## config.mk

```make
export PLATFORM = sky130hd
export DESIGN_NAME = atfc_taskfile
export DESIGN_NICKNAME = d
export VERILOG_FILES = /design/src/core/atfc_pkg.sv /design/src/core/atfc_diag_if.sv /design/src/core/atfc_diag_seq.sv /design/src/core/atfc_taskfile.sv
export SDC_FILE = /design/constraint.sdc
export NUM_CORES = 1
export LEC_CHECK = 0
export ABC_AREA = 1
export BUFFER_PORTS_ARGS = -buffer_cell sky130_fd_sc_hd__buf_2
export CAP_MARGIN = 20
export CELL_PAD_IN_SITES_DETAIL_PLACEMENT = 0
export CELL_PAD_IN_SITES_GLOBAL_PLACEMENT = 1
export CORE_MARGIN = 5
export CORE_UTILIZATION = 45
export CTS_BUF_LIST = sky130_fd_sc_hd__clkbuf_8 sky130_fd_sc_hd__clkbuf_16
export CTS_CLUSTER_DIAMETER = 30
export DETAILED_ROUTE_END_ITERATION = 10
export PLACE_DENSITY_LB_ADDON = 0.1
export SLEW_MARGIN = 20
export SYNTH_ARGS = -nofsm -noshare
export SYNTH_HDL_FRONTEND = slang
export SYNTH_SLANG_ARGS = --single-unit
```

## constraint.sdc

```tcl
create_clock -name mclk -period 4.6 [get_ports mclk]
set_input_delay 0.69 -clock mclk [delete_from_list [all_inputs] [get_ports mclk]]
set_output_delay 0.69 -clock mclk [all_outputs]
set_load 0.1 [all_outputs]
```

## src/core/atfc_pkg.sv

```systemverilog
// Shared constants and types for the task-file command handler.
package atfc_pkg;

  // ==========================================================================
  // Timing
  localparam int CLK_NS = 5;
  localparam int CPU_RST_NS = 100;
  localparam int DIAG_RUN_NS = 2000;
  localparam int HS_WAIT_NS = 10000;
  localparam logic [11:0] CPU_RST_CYC = 12'((CPU_RST_NS + CLK_NS - 1) / CLK_NS);
  localparam logic [11:0] DIAG_RUN_CYC = 12'((DIAG_RUN_NS + CLK_NS - 1) / CLK_NS);
  localparam logic [11:0] HS_WAIT_CYC = 12'(HS_WAIT_NS / CLK_NS);

  // ==========================================================================
  // Task-file register addresses
  localparam logic [2:0] TF_DATA = 3'h0;
  localparam logic [2:0] TF_ERRFEAT = 3'h1;
  localparam logic [2:0] TF_SECCNT = 3'h2;
  localparam logic [2:0] TF_SECNUM = 3'h3;
  localparam logic [2:0] TF_BCLO = 3'h4;
  localparam logic [2:0] TF_BCHI = 3'h5;
  localparam logic [2:0] TF_DRVHD = 3'h6;
  localparam logic [2:0] TF_STATCMD = 3'h7;

  // ==========================================================================
  // Field positions
  localparam int ST_BUSY = 7;
  localparam int ST_DRIVE_READY_FLAG = 6;
  localparam int ST_DSC = 4;
  localparam int ST_DRQ = 3;
  localparam int ST_ERR = 0;
  localparam int FT_DMA = 0;
  localparam int DRV_SEL_BIT = 4;

  // ==========================================================================
  // Values after reset and completion codes
  localparam logic [7:0] RST_ERR = 8'h01;
  localparam logic [7:0] RST_SECCNT = 8'h01;
  localparam logic [7:0] RST_SECNUM = 8'h01;
  localparam logic [7:0] RST_BCLO = 8'h14;
  localparam logic [7:0] RST_BCHI = 8'heb;
  localparam logic [7:0] RST_DRVHD = 8'h00;
  localparam logic [7:0] RST_XMODE = 8'h00;
  localparam logic [7:0] ERR_NONE = 8'h00;
  localparam logic [7:0] ERR_ABORTED = 8'h04;
  localparam logic [7:0] ERR_DIAG_OK = 8'h01;
  localparam logic [7:0] ERR_DIAG_SLV_FAIL = 8'h81;
  localparam logic [7:0] PWR_STANDBY = 8'h00;
  localparam logic [7:0] PWR_IDLE = 8'hff;

  // ==========================================================================
  // Opcodes, feature codes and transfer modes
  localparam logic [7:0] OP_DIAG = 8'h90;
  localparam logic [7:0] OP_IDLE = 8'he1;
  localparam logic [7:0] OP_STBY = 8'he0;
  localparam logic [7:0] OP_CHKPWR = 8'he5;
  localparam logic [7:0] OP_SLEEP = 8'he6;
  localparam logic [7:0] OP_SETF = 8'hef;
  localparam logic [7:0] OP_PACKET = 8'ha0;
  localparam logic [7:0] OP_PIDENT = 8'ha1;
  localparam logic [7:0] OP_SRESET = 8'h08;
  localparam logic [7:0] FEAT_XMODE = 8'h03;
  localparam logic [7:0] FEAT_NOREV = 8'h66;
  localparam logic [7:0] FEAT_REV = 8'hcc;
  localparam logic [7:0] MODE_PIO4_DEF = 8'h00;
  localparam logic [7:0] MODE_PIO2_NORDY = 8'h01;
  localparam logic [7:0] MODE_PIO_LO = 8'h08;
  localparam logic [7:0] MODE_PIO_HI = 8'h0c;
  localparam logic [7:0] MODE_SW_LO = 8'h10;
  localparam logic [7:0] MODE_SW_HI = 8'h12;
  localparam logic [7:0] MODE_MW_LO = 8'h20;
  localparam logic [7:0] MODE_MW_HI = 8'h22;

  // ==========================================================================
  // State types
  typedef enum logic [1:0] {
    S_IDLE = 2'b00,
    S_HK = 2'b01,
    S_DIAG = 2'b10,
    S_FW = 2'b11
  } atfc_state_type;

  typedef enum logic [1:0] {
    D_IDLE = 2'b00,
    D_RESET = 2'b01,
    D_RUN = 2'b10,
    D_WAIT = 2'b11
  } atfc_dstate_type;

endpackage

```

## src/core/atfc_diag_if.sv

```systemverilog
// Interface between the command handler and its diagnostic sequencer.
`timescale 1ns/1ps
interface atfc_diag_if;
  logic start;
  logic is_slave;
  logic active_in;
  logic passed_in;
  logic done;
  logic slave_ok;
  logic cpu_reset;
  logic active_drive;
  logic passed_drive;
  modport seq (
    input start, is_slave, active_in, passed_in,
    output done, slave_ok, cpu_reset, active_drive, passed_drive
  );
  modport ctl (
    output start, is_slave, active_in, passed_in,
    input done, slave_ok, cpu_reset, active_drive, passed_drive
  );
endinterface

```

## src/core/atfc_diag_seq.sv

```systemverilog
// Diagnostic sequencer: processor reset, self test and two-drive handshake.
`timescale 1ns/1ps
module atfc_diag_seq
  import atfc_pkg::*;
(
  input wire logic mclk, // 200 MHz clock
  input wire logic nrst, // Synchronous reset, active low
  atfc_diag_if.seq dg // Handler side
);

  atfc_dstate_type state_r;
  logic [11:0] cnt_r;
  logic seen_r;
  logic done_r;
  logic ok_r;
  logic rst_r;
  logic act_r;
  logic pass_r;

  assign dg.done = done_r;
  assign dg.slave_ok = ok_r;
  assign dg.cpu_reset = rst_r;
  assign dg.active_drive = act_r;
  assign dg.passed_drive = pass_r;

  // ==========================================================================
  // Sequence
  // A master that saw no slave announce itself does not wait for a pass
  // signal, so a lone drive finishes its diagnostics without the timeout.
  always_ff @(posedge mclk) begin
    if (!nrst) begin
      state_r <= D_IDLE;
      cnt_r <= 12'h000;
      seen_r <= 1'b0;
      done_r <= 1'b0;
      ok_r <= 1'b0;
      rst_r <= 1'b0;
      act_r <= 1'b0;
      pass_r <= 1'b0;
    end else begin
      done_r <= 1'b0;
      unique case (state_r)
        D_IDLE: begin
          if (dg.start) begin
            state_r <= D_RESET;
            cnt_r <= CPU_RST_CYC - 12'h001;
            rst_r <= 1'b1;
            pass_r <= 1'b0;
            seen_r <= 1'b0;
          end
        end
        D_RESET: begin
          if (cnt_r == 12'h000) begin
            rst_r <= 1'b0;
            state_r <= D_RUN;
            cnt_r <= DIAG_RUN_CYC - 12'h001;
            act_r <= dg.is_slave;
          end else begin
            cnt_r <= cnt_r - 12'h001;
          end
        end
        D_RUN: begin
          if (dg.active_in) begin
            seen_r <= 1'b1;
          end
          if (cnt_r != 12'h000) begin
            cnt_r <= cnt_r - 12'h001;
          end else if (dg.is_slave) begin
            act_r <= 1'b0;
            pass_r <= 1'b1;
            done_r <= 1'b1;
            ok_r <= 1'b1;
            state_r <= D_IDLE;
          end else if (seen_r || dg.active_in) begin
            state_r <= D_WAIT;
            cnt_r <= HS_WAIT_CYC - 12'h001;
          end else begin
            done_r <= 1'b1;
            ok_r <= 1'b1;
            state_r <= D_IDLE;
          end
        end
        D_WAIT: begin
          if (dg.passed_in || cnt_r == 12'h000) begin
            done_r <= 1'b1;
            ok_r <= dg.passed_in;
            state_r <= D_IDLE;
          end else begin
            cnt_r <= cnt_r - 12'h001;
          end
        end
      endcase
    end
  end

endmodule

```

## src/core/atfc_taskfile.sv

```systemverilog
// Task-file register block and housekeeping command interpreter.
`timescale 1ns/1ps

// Summary of operation
// Seek-done flag only when ready for command.
// Data-request flag whenever data word is ready.
// Error flag whenever current command had error.
// Error reason code fills upper four bits.
// Aborted bit on any abort; media-change reads zero.
// Partition-end bit set at end of partition.
// Bad-length bit set on illegal block length.
// Method bit one selects DMA, zero PIO.
// Command packet bytes always move by PIO.
// Host writes method bit before each data command.
// Completion overwrites feature location with error.
// Method mismatch leaves busy; host must reset.
// Diagnostics ignore select, reset, handshake, master interrupts.
// Idle-immediate records idle, raises interrupt.
// Standby-immediate records standby, raises interrupt.
// Check-power returns 00h after standby, else FFh.
// Sleep acts as idle; commands still accepted.
// Set-features accepts 03h, 66h, CCh; aborts others.
// Transfer mode from sector count; unlisted aborted.
// Mode sets rate only; method bit picks path.
// Busy set while only device owns registers.
// Drive-ready only while seek-done is valid.
// Busy clears with interrupt after status update.
module atfc_taskfile
  import atfc_pkg::*;
(
  input wire logic mclk, // 200 MHz clock
  input wire logic nrst, // Synchronous reset, active low
  input wire logic [2:0] hst_addr, // Task-file register address
  input wire logic hst_wr, // Register write strobe
  input wire logic hst_rd, // Register read strobe
  input wire logic [7:0] hst_wdata, // Register write data
  output logic [7:0] hst_rdata, // Register read data
  output logic intrq, // Interrupt request to host
  input wire logic dev_is_slave, // Static jumper: this drive is the slave
  input wire logic diag_passed_line_n_i, // Pass line level from pin
  output logic diag_passed_line_n_o, // Pass line drive value
  output logic diag_passed_line_n_oe, // Pass line output enable
  input wire logic active_present_line_n_i, // Presence line level from pin
  output logic active_present_line_n_o, // Presence line drive value
  output logic active_present_line_n_oe, // Presence line output enable
  output logic fw_cmd_start, // Pulse: command handed to firmware
  output logic [7:0] fw_cmd_op, // Opcode handed to firmware
  input wire logic fw_done, // Pulse: firmware command complete
  input wire logic fw_err, // Firmware command ended in error
  input wire logic [3:0] fw_sense, // Reason code for the error
  input wire logic fw_abort, // Firmware command was aborted
  input wire logic fw_eom, // End of partition detected
  input wire logic fw_ili, // Illegal block length read
  input wire logic fw_data_ready, // A data word is ready to move
  input wire logic fw_packet_phase, // Command packet bytes are moving
  output logic dmarq, // DMA request to host
  output logic dma_mode, // Data phase uses DMA
  output logic [7:0] xfer_mode, // Selected transfer rate mode
  output logic power_standby, // Emulated power state is standby
  output logic cpu_reset // Processor reset pulse from diagnostics
);

  // ==========================================================================
  // Registers
  atfc_state_type state_r;
  logic [7:0] cmd_r;
  logic [7:0] shared_r;
  logic [7:0] seccnt_r;
  logic [7:0] secnum_r;
  logic [7:0] bclo_r;
  logic [7:0] bchi_r;
  logic [7:0] drvhd_r;
  logic [7:0] xmode_r;
  logic [7:0] rdata_r;
  logic busy_r;
  logic drive_ready_flag_r;
  logic dsc_r;
  logic err_r;
  logic standby_r;
  logic intrq_r;
  logic fw_start_r;
  logic [7:0] fw_op_r;

  atfc_diag_if dg_if();

  // ==========================================================================
  // Pin synchronisers
  logic [1:0] pin_in;
  logic [1:0] pin_q;

  assign pin_in = {~active_present_line_n_i, ~diag_passed_line_n_i};

  // A level only counts once the second and third stages agree.
  generate
    for (genvar g = 0; g < 2; g++) begin : g_sync
      logic s1_r;
      logic s2_r;
      logic s3_r;
      logic q_r;
      always_ff @(posedge mclk) begin
        if (!nrst) begin
          s1_r <= 1'b0;
          s2_r <= 1'b0;
          s3_r <= 1'b0;
          q_r <= 1'b0;
        end else begin
          s1_r <= pin_in[g];
          s2_r <= s1_r;
          s3_r <= s2_r;
          if (s2_r == s3_r) begin
            q_r <= s3_r;
          end
        end
      end
      assign pin_q[g] = q_r;
    end
  endgenerate

  // ==========================================================================
  // Command decode
  logic wr_cmd;
  logic selected;
  logic go;
  logic new_diag;
  logic new_fw;
  logic new_hk;
  logic is_idle;
  logic is_stby;
  logic is_chk;
  logic is_setf;
  logic mode_ok;
  logic setf_ok;
  logic xmode_ok;
  logic hk_ok;

  assign wr_cmd = hst_wr && hst_addr == TF_STATCMD && !busy_r;
  assign selected = drvhd_r[DRV_SEL_BIT] == dev_is_slave;
  assign go = wr_cmd && (selected || hst_wdata == OP_DIAG);
  assign new_diag = hst_wdata == OP_DIAG;
  assign new_fw = hst_wdata == OP_PACKET || hst_wdata == OP_PIDENT
                  || hst_wdata == OP_SRESET;
  assign new_hk = !new_diag && !new_fw;

  assign is_idle = cmd_r == OP_IDLE || cmd_r == OP_SLEEP;
  assign is_stby = cmd_r == OP_STBY;
  assign is_chk = cmd_r == OP_CHKPWR;
  assign is_setf = cmd_r == OP_SETF;
  assign mode_ok = seccnt_r == MODE_PIO4_DEF || seccnt_r == MODE_PIO2_NORDY
                   || (seccnt_r >= MODE_PIO_LO && seccnt_r <= MODE_PIO_HI)
                   || (seccnt_r >= MODE_SW_LO && seccnt_r <= MODE_SW_HI)
                   || (seccnt_r >= MODE_MW_LO && seccnt_r <= MODE_MW_HI);
  assign xmode_ok = shared_r == FEAT_XMODE && mode_ok;
  assign setf_ok = xmode_ok || shared_r == FEAT_NOREV || shared_r == FEAT_REV;
  assign hk_ok = is_idle || is_stby || is_chk || (is_setf && setf_ok);

  // ==========================================================================
  // Completion select
  logic done_evt;
  logic done_aborted_flag;
  logic done_err;
  logic irq_en;
  logic [7:0] done_val;

  // Unknown opcodes, including the plain identify, end here as aborts.
  always_comb begin
    done_evt = 1'b0;
    done_aborted_flag = 1'b0;
    done_err = 1'b0;
    irq_en = 1'b1;
    done_val = ERR_NONE;
    unique case (state_r)
      S_IDLE: begin
        done_evt = 1'b0;
      end
      S_HK: begin
        done_evt = 1'b1;
        done_aborted_flag = !hk_ok;
        done_err = !hk_ok;
        done_val = hk_ok ? ERR_NONE : ERR_ABORTED;
      end
      S_DIAG: begin
        done_evt = dg_if.done;
        irq_en = !dev_is_slave;
        done_val = dg_if.slave_ok ? ERR_DIAG_OK : ERR_DIAG_SLV_FAIL;
      end
      S_FW: begin
        done_evt = fw_done;
        done_aborted_flag = fw_abort;
        done_err = fw_err || fw_abort || fw_eom || fw_ili;
        // Media-change bit is wired to zero.
        done_val = {done_err ? fw_sense : 4'h0, 1'b0, fw_abort,
                    fw_eom, fw_ili}; // see see see
      end
    endcase
  end

  // ==========================================================================
  // Sequencer state and status flags
  // Busy only drops through a completion; a method bit that disagrees with
  // the host's transfer stalls the firmware, and only a reset recovers.
  always_ff @(posedge mclk) begin
    if (!nrst) begin
      state_r <= S_IDLE;
      cmd_r <= 8'h00;
      busy_r <= 1'b0;
      drive_ready_flag_r <= 1'b0;
      dsc_r <= 1'b0;
      err_r <= 1'b0;
    end else if (go) begin
      state_r <= new_diag ? S_DIAG : (new_fw ? S_FW : S_HK);
      cmd_r <= hst_wdata;
      busy_r <= 1'b1;
      dsc_r <= 1'b0;
      err_r <= 1'b0;
    end else if (done_evt) begin
      state_r <= S_IDLE;
      busy_r <= 1'b0; // see
      err_r <= done_err;
      dsc_r <= !done_aborted_flag;
      drive_ready_flag_r <= !done_aborted_flag;
    end
  end

  // ==========================================================================
  // Shared feature and error location
  always_ff @(posedge mclk) begin
    if (!nrst) begin
      shared_r <= RST_ERR;
    end else if (done_evt) begin
      shared_r <= done_val;
    end else if (hst_wr && hst_addr == TF_ERRFEAT && !busy_r) begin
      shared_r <= hst_wdata;
    end
  end

  // ==========================================================================
  // Remaining task-file registers
  always_ff @(posedge mclk) begin
    if (!nrst) begin
      seccnt_r <= RST_SECCNT;
      secnum_r <= RST_SECNUM;
      bclo_r <= RST_BCLO;
      bchi_r <= RST_BCHI;
      drvhd_r <= RST_DRVHD;
    end else if (state_r == S_HK && is_chk) begin
      seccnt_r <= standby_r ? PWR_STANDBY : PWR_IDLE;
    end else if (hst_wr && !busy_r) begin
      unique case (hst_addr)
        TF_SECCNT: seccnt_r <= hst_wdata;
        TF_SECNUM: secnum_r <= hst_wdata;
        TF_BCLO: bclo_r <= hst_wdata;
        TF_BCHI: bchi_r <= hst_wdata;
        TF_DRVHD: drvhd_r <= hst_wdata;
        TF_DATA, TF_ERRFEAT, TF_STATCMD: begin
          drvhd_r <= drvhd_r;
        end
      endcase
    end
  end

  // ==========================================================================
  // Emulated power state and transfer mode
  // Every completion rewrites the power flag, so only a check that directly
  // follows a standby reports standby.
  always_ff @(posedge mclk) begin
    if (!nrst) begin
      standby_r <= 1'b0;
      xmode_r <= RST_XMODE;
    end else if (done_evt) begin
      standby_r <= is_stby && state_r == S_HK; // see see
      if (state_r == S_HK && is_setf && xmode_ok) begin
        xmode_r <= seccnt_r; // see
      end
    end
  end

  // ==========================================================================
  // Interrupt request
  // A completion in the cycle of a status read keeps the request set.
  always_ff @(posedge mclk) begin
    if (!nrst) begin
      intrq_r <= 1'b0;
    end else if (done_evt && irq_en) begin
      intrq_r <= 1'b1; // see see
    end else if ((hst_rd && hst_addr == TF_STATCMD) || go) begin
      intrq_r <= 1'b0;
    end
  end

  // ==========================================================================
  // Host read path
  logic busy_flag;
  logic drive_ready_flag;
  logic seek_done_flag;
  logic data_request_flag;
  logic [7:0] status_w;

  // Busy is lowered while a data word waits so the host may move it.
  assign data_request_flag = fw_data_ready && state_r == S_FW;
  assign busy_flag = busy_r && !data_request_flag;
  assign seek_done_flag = dsc_r && !busy_r;
  assign drive_ready_flag = drive_ready_flag_r && seek_done_flag;
  always_comb begin
    status_w = 8'h00;
    status_w[ST_BUSY] = busy_flag;
    status_w[ST_DRIVE_READY_FLAG] = drive_ready_flag;
    status_w[ST_DSC] = seek_done_flag;
    status_w[ST_DRQ] = data_request_flag;
    status_w[ST_ERR] = err_r;
  end

  always_ff @(posedge mclk) begin
    if (!nrst) begin
      rdata_r <= 8'h00;
    end else if (hst_rd) begin
      unique case (hst_addr)
        TF_DATA: rdata_r <= 8'h00;
        TF_ERRFEAT: rdata_r <= shared_r;
        TF_SECCNT: rdata_r <= seccnt_r;
        TF_SECNUM: rdata_r <= secnum_r;
        TF_BCLO: rdata_r <= bclo_r;
        TF_BCHI: rdata_r <= bchi_r;
        TF_DRVHD: rdata_r <= drvhd_r;
        TF_STATCMD: rdata_r <= status_w;
      endcase
    end
  end

  // ==========================================================================
  // Firmware hand-off
  always_ff @(posedge mclk) begin
    if (!nrst) begin
      fw_start_r <= 1'b0;
      fw_op_r <= 8'h00;
    end else begin
      fw_start_r <= go && new_fw;
      if (go) begin
        fw_op_r <= hst_wdata;
      end
    end
  end

  // ==========================================================================
  // Diagnostic sequencer
  assign dg_if.start = go && new_diag;
  assign dg_if.is_slave = dev_is_slave;
  assign dg_if.active_in = pin_q[1];
  assign dg_if.passed_in = pin_q[0];

  atfc_diag_seq u_diag (
    .mclk(mclk),
    .nrst(nrst),
    .dg(dg_if.seq)
  );

  // ==========================================================================
  // Outputs
  assign hst_rdata = rdata_r;
  assign intrq = intrq_r;
  assign diag_passed_line_n_o = 1'b0;
  assign diag_passed_line_n_oe = dg_if.passed_drive;
  assign active_present_line_n_o = 1'b0;
  assign active_present_line_n_oe = dg_if.active_drive;
  assign fw_cmd_start = fw_start_r;
  assign fw_cmd_op = fw_op_r;
  assign dma_mode = shared_r[FT_DMA]; // see
  assign dmarq = data_request_flag && dma_mode && !fw_packet_phase; // see
  assign xfer_mode = xmode_r;
  assign power_standby = standby_r;
  assign cpu_reset = dg_if.cpu_reset;

endmodule

```

* Word-level counts from Yosys, hierarchy flattened
Index checks and enable logic that the tools add are counted.
** Storage, ports and cells
- Bits in registers :: 109
- Input bits :: 29
- Word-level logic and storage cells :: 224
** Operators by class
- $add $sub $neg :: 1
- $lt $le $gt $ge :: 6
- Eq/ne operators :: 39
- Multiplexer cells :: 60
- Bitwise operators :: 5
- Reductions and logical operators :: 80
** Operator list (number)
- equality test 8 bit, second input constant :: 9
- two-way mux 12 bit :: 6
- one-hot mux 8 bit (8 select lines) :: 1
- two-way mux 8 bit :: 7
- one-hot mux 12 bit (4 select lines) :: 1
- logical AND 1 bit :: 25
- one-hot mux 8 bit (3 select lines) :: 1
- two-way mux 1 bit :: 22
- two-way mux 2 bit :: 10
- AND reduction 4 bit :: 5
- logical OR 1 bit :: 19
- AND reduction 3 bit :: 6
- nonzero test 2 bit :: 9
- one-hot mux 1 bit (2 select lines) :: 8
- equality test 3 bit, second input constant :: 4
- logical NOT 12 bit :: 1
- nonzero test 12 bit :: 1
- subtractor 12 x 1 -> 12 bit, second input constant :: 1
- inequality test 2 bit, second input constant :: 5
- equality test 2 bit, second input constant :: 4
- equality test 8 x 1 -> 1 bit, second input constant :: 1
- equality test 8 x 2 -> 1 bit, second input constant :: 1
- equality test 8 x 4 -> 1 bit, second input constant :: 1
- equality test 8 x 7 -> 1 bit, second input constant :: 1
- other kinds (25) :: 42

* Logic depth before layout (Yosys ltp)
- Depth in word-level cells :: 13
- Depth in mapped cells :: 12
- Mapped depth without buffers :: 12

* By module
A second synthesis with hierarchy kept.
** Second synthesis, totals
- Cell total of the unflattened synthesis :: 729
- Area total of the unflattened synthesis :: 5206.2 um^2
** By module, submodules not included
- atfc_taskfile :: instances 1, cells an instance 537, area an instance 3997.6 um^2, sequential area each 1781.7 um^2
- atfc_diag_seq :: instances 1, cells an instance 192, area an instance 1208.7 um^2, sequential area each 400.4 um^2

* Least setup slack after synthesis
Ideal clock, no wire load.
- Kind :: register to output
- Start :: register shared_r[0]
- End :: output port dmarq
- Arrival :: 4.103 ns
- Data required time :: 3.910 ns
- Setup slack :: -0.193 ns
- Cell stages (with the launch flop) :: 3
- Path buffers :: 0
- Cell sequence :: dfxtp_1 inv_1 nor4_1
** On the way
- Word-level cells in the longest chain between the ends :: 2
** RTL lines
- start: declaration :: RTL line atfc_taskfile.sv:67 : logic [7:0] shared_r;
- start signal: assignment :: RTL line atfc_taskfile.sv:230 : shared_r <= done_val;
- start signal: assignment :: RTL line atfc_taskfile.sv:232 : shared_r <= hst_wdata;
- logical AND 1 bit (2 in series) :: RTL line atfc_taskfile.sv:367 : assign dmarq = data_request_flag && dma_mode && !fw_packet_phase;
- end: declaration :: RTL line atfc_taskfile.sv:56 : output logic dmarq,
Every way passes these cells.

* Worst setup path in the final report
Ends and elaborated chain as after synthesis.

==> impl_metrics.py <==
metrics = {
    "drt": {
        "wl_per_cell_microns": 16.56,
        "wl_met3_microns": 855,
        "drt_iter0_drc": 369,
        "finalWirelength_mm": 14.92,
        "ant_nets": 0,
        "via_count": 4842,
        "first_pass_iters": 5,
        "m1WireLength_mm": 6.379,
        "top_signal_layer_used": "met4",
        "wl_met2_mm": 7.319,
        "post-route-drc-count": 0,
        "viasPerCell": 5.374,
    },
    "clocking": {
        "ctsHoldBuffers": 0,
        "numCtsBuffers": 9,
        "clk_latency_ns": 0.35,
        "ctsResizeCount": 0,
        "clk_pin_slew_worst_paths_ns": 0.07,
        "cts.sinks": 109,
        "clock_path_buffers": 2,
        "cts-root-buf": "clkbuf_16",
        "cts_setup_buffers": 0,
        "h-tree-depth": 3,
        "cts_tree": "built",
    },
    "finish": {
        "layout_common_cells": "137 x nand2_1, 109 x dfxtp_1, 84 x inv_1",
        "fin_nets": 786,
        "area_growth_pct": 14.28,
        "final_common_cell": "nand2_1",
        "drive_gt1_share_pct": 14.38,
        "antenna_cells": 0,
        "final_util_pct": 51.87,
        "instances_no_fill": 901,
    },
    "logic_synthesis": {
        "synth_flop_cell": "dfxtp_1",
        "ys_seq_area_share_pct": 42.65,
        "syn_area_sq_mm": 0.005116,
        "syn_inst": 705,
        "synth_seq_cells": 109,
        "synth_edf_count": 0,
        "ys_types": 47,
        "ys_warn_count": 0,
        "avgSynthCellArea_sq_um": 7.257,
        "async_flop_share_pct": 0,
    },
    "sta": {
        "skew_ns": 0.006320,
        "fin_setup_tns_ns": 0,
        "maxSlewViolCount": 0,
        "fin_crit_ns": 2.299,
        "period_share_pct": 49.98,
        "max_freq_ghz": 0.4349,
        "worst_slack_ns": 2.301,
        "slew_headroom_pct": 34.97,
        "hold_violations": 0,
        "grt_setup_unrepaired": "false",
        "worst_pin_slew_ns": 0.9718,
        "finalSetupViolations": 0,
    },
    "die": {
        "die_width_microns": 116.6,
        "die_area_sq_mm": 0.01360,
        "top_level_ports": 63,
        "start_util_pct": 45.39,
        "rows": 39,
        "die_h_microns": 116.6,
        "coreArea_sq_mm": 0.01127,
    },
    "critical_path": {
        "critPathMaxStageDelay_ns": 0.46,
        "setup.worst_path.end_class": "output port",
        "cp-start-kind": "flop",
        "cp_data_arrival_time_ns": 1.61,
        "cp_slowest_cell": "buf_2",
        "path_class": "reg -> out",
        "cp_max_fo": 4,
        "crit_chain": "inv_1 > nor4_2 > buf_2",
        "cp.required_ns": 3.91,
    },
    "global_routing": {
        "grt_pass1_wl_mm": 23.58,
        "grt_pass1_vias": 4492,
        "gr-total-overflow": 0,
        "grt_start_max_net_pins": 63,
        "grt_use_total_pct": 22.57,
        "antenna_found_initial": 0,
    },
    "placement": {
        "dpl.hpwl_mm": 11.20,
        "gp_congestion": 0.9396,
        "place_ws_ns": 2.133,
        "io_buffers": 60,
        "placedCellCount": 887,
    },
    "worst_hold_path": {
        "hold_class": "reg -> reg",
    },
    "power": {
        "vdd_drop_max_uv": 250.2,
        "p_total_mw": 2.079,
        "p_leak_nw": 2.599,
        "p_per_area_mw_per_mm2": 355.6,
    },
    "run": {
        "drv_cap": 0,
    },
    "status": {
        "status": "complete, no violations",
    },
}
-- synth_stat cells, types with 2 or more instances --
| cell type | instances | area, sq um |
|---|---|---|
| o221ai_1 | 4 | 35.03 |
| o21ai_4 | 2 | 32.53 |
| a21oi_1 | 81 | 405.4 |
| o21ai_0 | 58 | 290.3 |
| nor2_2 | 5 | 31.28 |
| o22ai_1 | 5 | 31.28 |
| inv_1 | 84 | 315.3 |
| o2111ai_1 | 4 | 35.03 |
| a31oi_1 | 3 | 18.77 |
| dfxtp_1 | 109 | 2182 |
| o21ai_1 | 4 | 20.02 |
| nand2_1 | 137 | 514.2 |
| xnor2_1 | 2 | 17.52 |
| buf_4 | 4 | 30.03 |
| a22oi_1 | 5 | 37.54 |
| o31ai_1 | 2 | 15.01 |
| nor2_1 | 60 | 225.2 |
| nor3_2 | 3 | 30.03 |
| nand2_2 | 2 | 12.51 |
| ha_1 | 2 | 25.02 |
| nand4_1 | 9 | 56.30 |
| o211ai_1 | 13 | 97.59 |
| nand3_2 | 5 | 50.05 |
| inv_2 | 7 | 26.28 |
| xor2_1 | 5 | 43.79 |
| clkbuf_1 | 11 | 41.29 |
| nor3_1 | 10 | 50.05 |
| a211oi_1 | 14 | 105.1 |
| buf_2 | 6 | 30.03 |
| nand3_1 | 32 | 160.2 |
-- cells by family (layout without fill, tap and decap cells) --
| kind of cell | Yosys count | after routing | share of synthesized area [%] |
|---|---|---|---|
| and+or+nand+nor | 270 | 270 | 23.43 |
| other | 1 | 2 | 0.07330 |
| adders and majority gates | 2 | 2 | 0.4890 |
| DFF | 109 | 109 | 42.65 |
| xor gates and xnor gates | 7 | 7 | 1.198 |
| AOI/OAI and AO/OA | 199 | 199 | 22.87 |
| buffers and inverters | 117 | 169 | 9.293 |
-- path summary, 6_finish.rpt --
kind	from	end	slack [ns]	cells past startpoint
setup / recovery	shared_r[0]	dmarq	2.30	3
hold reg to reg	g_sync[1].s1_r	g_sync[1].s2_r	0.42	2
setup reg to reg	fw_cmd_op[1]	drvhd_r[3]	2.50	8
hold / removal	g_sync[1].s1_r	g_sync[1].s2_r	0.42	2
-- through the flow --
stage,instance area [sq um],hold slack [ns]
4_1_cts,5847,0.4222
6_report,5847,0.4182
2_1_floorplan,5126,0.3905
3_5_place_dp,5497,0.4047
5_1_grt,5847,0.4505
3_3_place_gp,5497,0.4020
-- per-layer routing --
layer  up-vias  global-route usage (%)
li1       2447                       -
met1      2245                   28.64
met2       124                   37.76
met3        26                   5.596
met4         0                   7.263
met5         -                       0
-- power breakdown --
part | switching, mW | internal [mW] | leakage [nW]
logic | 0.140 | 0.0411 | 1.54
clock network | 0.338 | 0.580 | 0.171
registers | 0.0144 | 0.966 | 0.884
-- registers in the layout (all words and copies together), names as in the netlist, 2 cells and up --
name            count
secnum_r            8
g_sync.s3_r         2
drvhd_r             8
fw_cmd_op           8
xfer_mode           8
bclo_r              8
g_sync.s1_r         2
u_diag.cnt_r       12
hst_rdata           8
state_r             2
bchi_r              8
u_diag.state_r      2
g_sync.s2_r         2
shared_r            8
seccnt_r            8
-- area by class of cell --
| class | instances | area, sq um |
|---|---|---|
| clock buffers | 9 | 225.2 |
| clock inverters | 5 | 125.1 |
| fillers | 1170 | 5425 |
| inverters | 94 | 359.1 |
| multi-input cells | 480 | 2469 |
| flip-flops and latches | 109 | 2182 |
| well taps | 143 | 178.9 |
| repair buffers | 61 | 307.8 |
-- critical path, delay by kind of cell, from the launching register on --
family	cells	cell delay, ns
buffers and inverters	2	0.61
flip-flops	1	0.39
AND/OR/NAND/NOR	1	0.26
(Power assumes the default switching activity.)
